$ cat src/cpad_map.svh
// constants of the configuration port access decoder
// assumes inclusion by bare name from the design files
`ifndef CPAD_MAP_SVH
`define CPAD_MAP_SVH
`define CPAD_BASE_STRAP0 16'h03f0
`define CPAD_BASE_STRAP1 16'h0370
`define CPAD_LOW_STRAP0 8'hf0
`define CPAD_LOW_STRAP1 8'h70
`define CPAD_HIGH_RST 8'h03
`define CPAD_LOW_MASK 8'hfe
`define CPAD_HIGH_MASK 8'h0f
`define CPAD_DATA_OFS 16'h0001
`define CPAD_KEY_ENTER 8'h55
`define CPAD_KEY_EXIT 8'haa
`define CPAD_KEY_READ 8'h00
`define CPAD_IDX_CTRL 8'h02
`define CPAD_IDX_LDN 8'h07
`define CPAD_IDX_BASE_LO 8'h26
`define CPAD_IDX_BASE_HI 8'h27
`define CPAD_SOFT_RST_BIT 0
`define CPAD_LDN_RST 8'h00
`define CPAD_INDEX_RST 8'h00
`endif

$ cat src/cpad_pkg.sv
// types of the configuration port access decoder
// assumes nothing beyond a SystemVerilog compiler
package cpad_pkg;
   typedef enum logic {cpad_locked, cpad_config} cpad_state_t;
endpackage : cpad_pkg
$ cat src/cpad_base_regs.sv
// relocatable base address registers of the configuration ports
// assumes write pulses are already qualified by bus decode and state
`timescale 1ns/1ps
`include "cpad_map.svh"
module cpad_base_regs (
   input wire logic clk,
   input wire logic rstn,
   input wire logic strap,
   input wire logic hard_reset,
   input wire logic wr_lo,
   input wire logic wr_hi,
   input wire logic [7:0] wdata,
   output logic [7:0] base_lo,
   output logic [7:0] base_hi,
   output logic [15:0] active_base,
   output logic ready
);
   // ==========================================
   // registers
   logic load_pend;
   logic next_load_pend;
   logic [7:0] next_base_lo;
   logic [7:0] next_base_hi;
   logic [15:0] next_active_base;

   always_comb begin
      next_load_pend = 1'b0;
      next_base_lo = base_lo;
      next_base_hi = base_hi;
      next_active_base = active_base;
      // strap is sampled after reset release, never under the async reset
      if (load_pend || hard_reset) begin // [RULE1] [RULE14]
         next_base_lo = strap ? `CPAD_LOW_STRAP1 : `CPAD_LOW_STRAP0;
         next_base_hi = `CPAD_HIGH_RST;
         next_active_base = strap ? `CPAD_BASE_STRAP1 : `CPAD_BASE_STRAP0;
      end else begin
         if (wr_lo) begin
            next_base_lo = wdata & `CPAD_LOW_MASK; // [RULE11]
         end
         if (wr_hi) begin
            next_base_hi = wdata & `CPAD_HIGH_MASK; // [RULE11]
            // decode moves only here; a low write alone is staged
            next_active_base = {wdata & `CPAD_HIGH_MASK, base_lo}; // [RULE12]
         end
      end
   end

   always_ff @(posedge clk or negedge rstn) begin
      if (!rstn) begin
         load_pend <= 1'b1;
         base_lo <= `CPAD_LOW_STRAP0;
         base_hi <= `CPAD_HIGH_RST;
         active_base <= `CPAD_BASE_STRAP0;
      end else begin
         load_pend <= next_load_pend;
         base_lo <= next_base_lo;
         base_hi <= next_base_hi;
         active_base <= next_active_base;
      end
   end

   assign ready = !load_pend;

   // ==========================================
   // assertions
   property p_strap_load;
      @(posedge clk) disable iff (!rstn)
      (load_pend || hard_reset) |=> (active_base == ($past(strap) ? `CPAD_BASE_STRAP1 : `CPAD_BASE_STRAP0));
   endproperty
   a_strap_load: assert property (p_strap_load) else $error("base not loaded from strap"); // [RULE1]

   property p_hard_regs;
      @(posedge clk) disable iff (!rstn)
      hard_reset |=> base_hi == `CPAD_HIGH_RST && base_lo == ($past(strap) ? `CPAD_LOW_STRAP1 : `CPAD_LOW_STRAP0);
   endproperty
   a_hard_regs: assert property (p_hard_regs) else $error("base regs wrong after hard reset"); // [RULE14]

   property p_even_range;
      @(posedge clk) disable iff (!rstn)
      active_base[0] == 1'b0 && active_base[15:12] == 4'h0 && base_hi[7:4] == 4'h0;
   endproperty
   a_even_range: assert property (p_even_range) else $error("base odd or out of range"); // [RULE11]

   property p_lo_no_move;
      @(posedge clk) disable iff (!rstn)
      (wr_lo && !wr_hi && ready && !hard_reset) |=> $stable(active_base);
   endproperty
   a_lo_no_move: assert property (p_lo_no_move) else $error("low byte write moved decode"); // [RULE12]

   property p_hi_move;
      @(posedge clk) disable iff (!rstn)
      (wr_hi && ready && !hard_reset) |=> active_base == {4'h0, $past(wdata[3:0]), $past(base_lo)};
   endproperty
   a_hi_move: assert property (p_hi_move) else $error("high byte write did not move decode"); // [RULE12]
endmodule : cpad_base_regs

$ cat src/cpad_decoder.sv
// configuration index/data port decoder on the isa i/o bus
// assumes isa strobes and address are synchronous to clk
`timescale 1ns/1ps
`include "cpad_map.svh"
// Functional notes
// RULE1: strap selects default base 03f0 or 0370
// RULE2: index at base, data at base plus one
// RULE3: no port cycle taken while aen high
// RULE4: index and data only in configuration state
// RULE5: key 55 enters configuration state
// RULE6: key aa leaves configuration state
// RULE7: key port read floats when locked
// RULE8: key port reads 00 until index written
// RULE9: later reads return last written index
// RULE10: base low at index 26, high 27
// RULE11: base is even and below 1000h
// RULE12: only high byte write moves decode
// RULE13: host writes low byte then high byte
// RULE14: hard reset reloads base from strap
// RULE15: hard reset from power reset or reset pin
// RULE16: control bit0 soft reset keeps base
// RULE17: data port reaches register chosen by index
// RULE18: all port cycles complete without wait states
module cpad_decoder (
   input wire logic clk,
   input wire logic rstn,
   input wire logic mode_strap,
   input wire logic reset_out,
   input wire logic [15:0] isa_sa,
   input wire logic [7:0] isa_sd_in,
   input wire logic isa_iow_n,
   input wire logic isa_ior_n,
   input wire logic isa_aen,
   output logic [7:0] isa_sd_out,
   output logic isa_sd_oe,
   output logic cfg_active,
   output logic [7:0] ldn,
   output logic soft_reset
);
   // ==========================================
   // decode
   cpad_pkg::cpad_state_t state;
   cpad_pkg::cpad_state_t next_state;
   logic [7:0] index;
   logic [7:0] next_index;
   logic idx_written;
   logic next_idx_written;
   logic [7:0] next_ldn;
   logic next_soft_reset;
   logic [7:0] next_sd_out;
   logic iow_q;
   logic [7:0] base_lo;
   logic [7:0] base_hi;
   logic [15:0] active_base;
   logic [15:0] data_addr;
   logic ready;
   logic idx_hit;
   logic dat_hit;
   logic wr_stb;
   logic wr_lo;
   logic wr_hi;
   logic in_cfg;

   assign in_cfg = (state == cpad_pkg::cpad_config);
   assign data_addr = active_base + `CPAD_DATA_OFS; // [RULE2]
   assign idx_hit = ready && !isa_aen && (isa_sa == active_base); // [RULE2] [RULE3]
   assign dat_hit = ready && !isa_aen && (isa_sa == data_addr); // [RULE2] [RULE3]
   // a write is taken once, on the falling edge of iow
   assign wr_stb = iow_q && !isa_iow_n;
   assign wr_lo = wr_stb && dat_hit && in_cfg && (index == `CPAD_IDX_BASE_LO); // [RULE10] [RULE17]
   assign wr_hi = wr_stb && dat_hit && in_cfg && (index == `CPAD_IDX_BASE_HI); // [RULE10] [RULE17]

   // neither port drives the bus while locked; the key port takes only writes then
   assign isa_sd_oe = !isa_ior_n && in_cfg && (idx_hit || dat_hit); // [RULE4] [RULE7]
   assign cfg_active = in_cfg;

   cpad_base_regs u_base (
      .clk(clk),
      .rstn(rstn),
      .strap(mode_strap),
      .hard_reset(reset_out),
      .wr_lo(wr_lo),
      .wr_hi(wr_hi),
      .wdata(isa_sd_in),
      .base_lo(base_lo),
      .base_hi(base_hi),
      .active_base(active_base),
      .ready(ready)
   );

   // ==========================================
   // state and registers
   always_comb begin
      next_state = state;
      next_index = index;
      next_idx_written = idx_written;
      next_ldn = ldn;
      next_soft_reset = 1'b0;
      if (wr_stb && idx_hit) begin
         unique case (state)
            cpad_pkg::cpad_locked: begin
               if (isa_sd_in == `CPAD_KEY_ENTER) begin // [RULE5]
                  next_state = cpad_pkg::cpad_config;
                  next_idx_written = 1'b0; // [RULE8]
               end
            end
            cpad_pkg::cpad_config: begin
               if (isa_sd_in == `CPAD_KEY_EXIT) begin // [RULE6]
                  next_state = cpad_pkg::cpad_locked;
               end else begin
                  next_index = isa_sd_in; // [RULE9]
                  next_idx_written = 1'b1;
               end
            end
         endcase
      end
      if (wr_stb && dat_hit && in_cfg) begin // [RULE4] [RULE17]
         if (index == `CPAD_IDX_LDN) begin
            next_ldn = isa_sd_in;
         end
         if (index == `CPAD_IDX_CTRL && isa_sd_in[`CPAD_SOFT_RST_BIT]) begin // [RULE16]
            next_soft_reset = 1'b1;
            next_ldn = `CPAD_LDN_RST;
         end
      end
      // a mid-cycle reset pin wipes the port state like power-up
      if (reset_out) begin // [RULE15]
         next_state = cpad_pkg::cpad_locked;
         next_index = `CPAD_INDEX_RST;
         next_idx_written = 1'b0;
         next_ldn = `CPAD_LDN_RST;
         // hard reset wins over a soft reset write in the same cycle
         next_soft_reset = 1'b0;
      end
   end

   // read data is registered every cycle; zero wait states on every read
   always_comb begin
      next_sd_out = 8'h00;
      if (idx_hit) begin
         next_sd_out = idx_written ? index : `CPAD_KEY_READ; // [RULE8] [RULE9] [RULE18]
      end else if (dat_hit) begin
         unique case (index) // [RULE17]
            `CPAD_IDX_LDN: next_sd_out = ldn;
            `CPAD_IDX_BASE_LO: next_sd_out = base_lo; // [RULE10]
            `CPAD_IDX_BASE_HI: next_sd_out = base_hi; // [RULE10]
            default: next_sd_out = 8'h00;
         endcase
      end
   end

   always_ff @(posedge clk or negedge rstn) begin
      if (!rstn) begin
         state <= cpad_pkg::cpad_locked;
         index <= `CPAD_INDEX_RST;
         idx_written <= 1'b0;
         ldn <= `CPAD_LDN_RST;
         soft_reset <= 1'b0;
         isa_sd_out <= 8'h00;
         iow_q <= 1'b1;
      end else begin
         state <= next_state;
         index <= next_index;
         idx_written <= next_idx_written;
         ldn <= next_ldn;
         soft_reset <= next_soft_reset;
         isa_sd_out <= next_sd_out;
         iow_q <= isa_iow_n;
      end
   end

   // ==========================================
   // assertions
   property p_aen_float;
      @(posedge clk) disable iff (!rstn)
      isa_aen |-> !isa_sd_oe;
   endproperty
   a_aen_float: assert property (p_aen_float) else $error("drove bus with aen high"); // [RULE3]

   property p_locked_float;
      @(posedge clk) disable iff (!rstn)
      !in_cfg |-> !isa_sd_oe;
   endproperty
   a_locked_float: assert property (p_locked_float) else $error("drove bus while locked"); // [RULE7]

   property p_enter;
      @(posedge clk) disable iff (!rstn)
      (wr_stb && idx_hit && !in_cfg && isa_sd_in == `CPAD_KEY_ENTER && !reset_out) |=> in_cfg;
   endproperty
   a_enter: assert property (p_enter) else $error("enter key ignored"); // [RULE5]

   property p_exit;
      @(posedge clk) disable iff (!rstn)
      (wr_stb && idx_hit && in_cfg && isa_sd_in == `CPAD_KEY_EXIT) |=> !in_cfg;
   endproperty
   a_exit: assert property (p_exit) else $error("exit key ignored"); // [RULE6]

   property p_key_read;
      @(posedge clk) disable iff (!rstn)
      (in_cfg && !idx_written && idx_hit) |=> isa_sd_out == `CPAD_KEY_READ;
   endproperty
   a_key_read: assert property (p_key_read) else $error("key port not zero after unlock"); // [RULE8]

   property p_index_read;
      @(posedge clk) disable iff (!rstn)
      (wr_stb && idx_hit && in_cfg && isa_sd_in != `CPAD_KEY_EXIT && !reset_out)
         ##1 idx_hit |=> isa_sd_out == $past(isa_sd_in, 2);
   endproperty
   a_index_read: assert property (p_index_read) else $error("index read back wrong"); // [RULE9]

   property p_locked_ignore;
      @(posedge clk) disable iff (!rstn)
      (!in_cfg && !reset_out) |=> $stable(ldn) && $stable(index);
   endproperty
   a_locked_ignore: assert property (p_locked_ignore) else $error("register changed while locked"); // [RULE4]

   property p_soft;
      @(posedge clk) disable iff (!rstn)
      soft_reset |-> ldn == `CPAD_LDN_RST && $stable(active_base);
   endproperty
   a_soft: assert property (p_soft) else $error("soft reset wrong"); // [RULE16]

   c_enter: cover property (@(posedge clk) disable iff (!rstn) !in_cfg ##1 in_cfg);
   c_relocate: cover property (@(posedge clk) disable iff (!rstn) wr_lo ##[1:20] wr_hi);
   c_exit: cover property (@(posedge clk) disable iff (!rstn) in_cfg ##1 !in_cfg);
endmodule : cpad_decoder

$ cat config.mk
export PLATFORM = sky130hd
export DESIGN_NAME = cpad_decoder
export DESIGN_NICKNAME = d
export VERILOG_FILES = /design/src/cpad_pkg.sv /design/src/cpad_base_regs.sv /design/src/cpad_decoder.sv
export VERILOG_INCLUDE_DIRS = /design/src
export SDC_FILE = /design/constraint.sdc
export NUM_CORES = 1
export LEC_CHECK = 0
export BUFFER_PORTS_ARGS = -buffer_cell sky130_fd_sc_hd__buf_2
export CAP_MARGIN = 20
export CORE_MARGIN = 8
export CORE_UTILIZATION = 55
export DETAILED_ROUTE_END_ITERATION = 7
export GPL_TIMING_DRIVEN = 1
export PLACE_DENSITY = 0.88
export SYNTH_ARGS = -nofsm -noshare
export SYNTH_HDL_FRONTEND = slang
export SYNTH_SLANG_ARGS = --single-unit
$ cat constraint.sdc
create_clock -name clk -period 2.5 [get_ports clk]
set_clock_uncertainty 0.2 [all_clocks]
set_input_delay 0 -clock clk [delete_from_list [all_inputs] [get_ports clk]]
set_output_delay 0 -clock clk [all_outputs]
set_load 0.01 [all_outputs]
==> run_results.csv <==
group,metric,value,unit
run_status,outcome,"completed",
route,firstDrtPassIters,5,
place,place_hpwl,4.79,mm
critical_path,path_max_fanout,10,
critical_path,worstReg2RegStart,"index[7]",
job,maxCapViolations,0,
grt,grt_pass1_vias,2158,
power_and_ir_drop,switching_power,327,uW
place,place_area,2770,um^2
floorplan,std_cell_rows,24,
cts,clk_latency,0.31,ns
synth,netlist_area,2480,um^2
power_and_ir_drop,internal_power,1.01,mW
synth,syn_avg_cell_area,10.5,um^2
grt,antenna_found_initial,0,
synth,netlist_instances,237,
route,wl_per_cell,18.9,um
cells_and_area,stdcell_area,3000,um^2
grt,grt_start_max_net_pins,48,
synth,synth_common_cells,"dfrtp_1 (35), nand2_1 (23), nor2_1 (20)",
cts,postCtsHoldBufs,13,
floorplan,die_x,83.2,um
power_and_ir_drop,seq_power_share,57.8,%
critical_path,crit_arrival,2.31,ns
synth,synth_area_leaders,"dfrtp_1 (35%), dfstp_2 (13%), mux2i_1 (6.5%), a22o_1 (3.5%), nand2_1 (3.5%)",
critical_path,rrSetupSlack,0.17,ns
power_and_ir_drop,power_density,445,nW/um^2
place,io_buffers,49,
floorplan,die_h,83.2,um
cells_and_area,antennaDiodeCount,0,
cells_and_area,drive_gt1_share,29.1,%
cells_and_area,nets,332,
place,gp_congestion,0.925,
floorplan,io_pins,50,
sta,period_share,93.4,%
sta,max_slew.worst_pin.slew,0.852,ns
grt,grt_pass1_wl,10.7,mm
grt,grt_util_all_layers,19.0,%
synth,synth_warnings,0,
sta,fin_crit,2.33,ns
cells_and_area,area_delta_synth_final,21.0,%
power_and_ir_drop,p_total,1.34,mW
sta,setup_violations,0,
floorplan,die_area,6920,um^2
cts,cts.sinks,47,
critical_path,crit_type,"register to register",
synth,ys_seq_area_share,48.0,%
route,postRouteAntennaNets,0,
sta,max_freq,428,MHz
synth,ys_seq_elements,47,
floorplan,core_area,4350,um^2
cts,cts_max_path_buffers,2,
cts,clk_pin_slew,0.09,ns
sta,finalHoldViolCount,0,
cts,tritoncts,"built",
critical_path,crit_path_start_kind,"register",
cts,post-cts-setup-buffers,0,
power_and_ir_drop,p_leak,1.35,nW
critical_path,end_kind,"register",
critical_path,reg2reg_depth,4,
cts,root_buffer,"clkbuf_8",
route,drtIter0Drc,346,
cts,cts_resized,0,
cts,cts_buffers,5,
critical_path,cp.required,2.47,ns
sta,fin_tns_setup,0,ns
route,routed_wl,6.69,mm
cts,h-tree-depth,2,
power_and_ir_drop,clock_power_share,33.4,%
sta,slew_viol_final,0,
grt,grt-ovfl-total,0,
synth,yosysMostFrequentCell,"dfrtp_1",
power_and_ir_drop,p_comb_share,8.8,%
power_and_ir_drop,vdd_drop_max,0.000267,V
synth,synth_edf_count,0,
route,drcViolationCount,0,
synth,synth-main-ff-cell,"dfrtp_1",
synth,synth_area_leader_cell,"dfrtp_1",
route,routed_via_density,6.34,
critical_path,r2r-end,"u_base.active_base[11]",
cells_and_area,fillers,321,
route,vias,2244,
synth,yosys.area.top_type_share,35.3,%
hold_path,min_path_type,"primary input to async pin",
synth,syn-num-nets,268,
floorplan,start_util,57.0,%
power_and_ir_drop,p_sw_share,24.5,%
synth,yosysUniqueCellTypes,49,
sta,rsz0062_at_grt,"no",
sta,slew_headroom,42.6,%
synth,synth_async_sr_flop_share,100,%
## final cells by class
cell class	instances	area, um^2	share of cell area [%]
clock inverters	3	15.0	0.500
inverters	4	15.0	0.500
clock buffers	5	68.8	2.29
flip-flops and latches	47	1190	39.7
well taps	52	65.1	2.17
repair buffers	69	440	14.7
multi-input cells	174	1210	40.2
## logic make-up (layout without fill, tap and decap cells)
| kind of cell | Yosys count | after routing | share of synthesized area [%] |
|---|---|---|---|
| AO/OA/AOI/OAI | 55 | 55 | 16.4 |
| flip-flops | 47 | 47 | 48.0 |
| XOR/XNOR | 11 | 11 | 3.88 |
| other | 1 | 1 | 0.151 |
| multiplexers | 16 | 16 | 6.45 |
| AND/OR/NAND/NOR | 91 | 91 | 21.7 |
| buffers and inverters | 16 | 81 | 3.38 |
## metrics by stage
| stage | std cells | hold WS [ns] | setup slack, ns | utilization [%] |
|---|---|---|---|---|
| after floorplan | 237 | -0.496 | 0.383 | - |
| after global placement | 332 | -0.0632 | 0.219 | 63.6 |
| after detailed placement | 332 | -0.0658 | 0.189 | 63.6 |
| after CTS | 353 | 0.0402 | 0.173 | 68.5 |
| after global routing | 354 | 0.0470 | 0.0550 | 69.0 |
| final | 354 | 0.0218 | 0.166 | 69.0 |
## critical path, stage by stage (launching register included)
cell     delay, ns
dfrtp_1       0.44
or4b_4        0.56
or3_1         0.34
or2_1         0.46
mux2i_1       0.20
## routing by layer
| metal | up-vias | GRT usage (%) | part of all wire (%) |
|---|---|---|---|
| li1 | 1014 | - | - |
| met4 | 0 | 9.74 | 3.1 |
| met2 | 146 | 29.2 | 47 |
| met5 | - | 0 | 0 |
| met3 | 18 | 5.08 | 9.9 |
| met1 | 1066 | 23.9 | 40 |
## how the worst max path moves through the flow
stage / slack [ns] / from / endpoint
final: 0.17 / index[7] / u_base.active_base[11]
after global routing: 0.06 / index[5] / ldn[4]
after floorplan: 0.38 / u_base.active_base[7] / index[0]
after detailed placement: 0.19 / index[4] / u_base.base_hi[2]
after global placement: 0.22 / index[4] / u_base.active_base[11]
after CTS: 0.17 / index[4] / u_base.active_base[1]
## registers in the layout, indices dropped and copies added, names as in the netlist
register	count
ldn	8
isa_sd_out	8
u_base.load_pend	1
index	8
idx_written	1
soft_reset	1
iow_q	1
u_base.active_base	8
u_base.base_hi	3
u_base.base_lo	7
cfg_active	1
## power groups by stage
| stage | logic, mW | clock network [mW] | registers (mW) |
|---|---|---|---|
| 5_1_grt | 0.128 | 0.482 | 0.773 |
| 3_3_place_gp | 0.0933 | 0 | 0.786 |
| 3_5_place_dp | 0.0956 | 0 | 0.786 |
| 6_report | 0.117 | 0.446 | 0.772 |
| 4_1_cts | 0.112 | 0.455 | 0.772 |
| 2_1_floorplan | 0.0397 | 0 | 0.785 |
## placed cells by master (no fill, tap or decap), types with 8 or more instances in the layout
cell	instances
buf_2	49
dfrtp_1	35
nand2_1	23
a21oi_1	11
nand4_1	12
mux2i_1	16
xor2_1	9
dlygate4sd3_1	13
dfstp_2	12
a22oi_1	8
nor2_1	20
o31ai_1	11
a22o_1	10
Power figures use the tool's default switching activity.
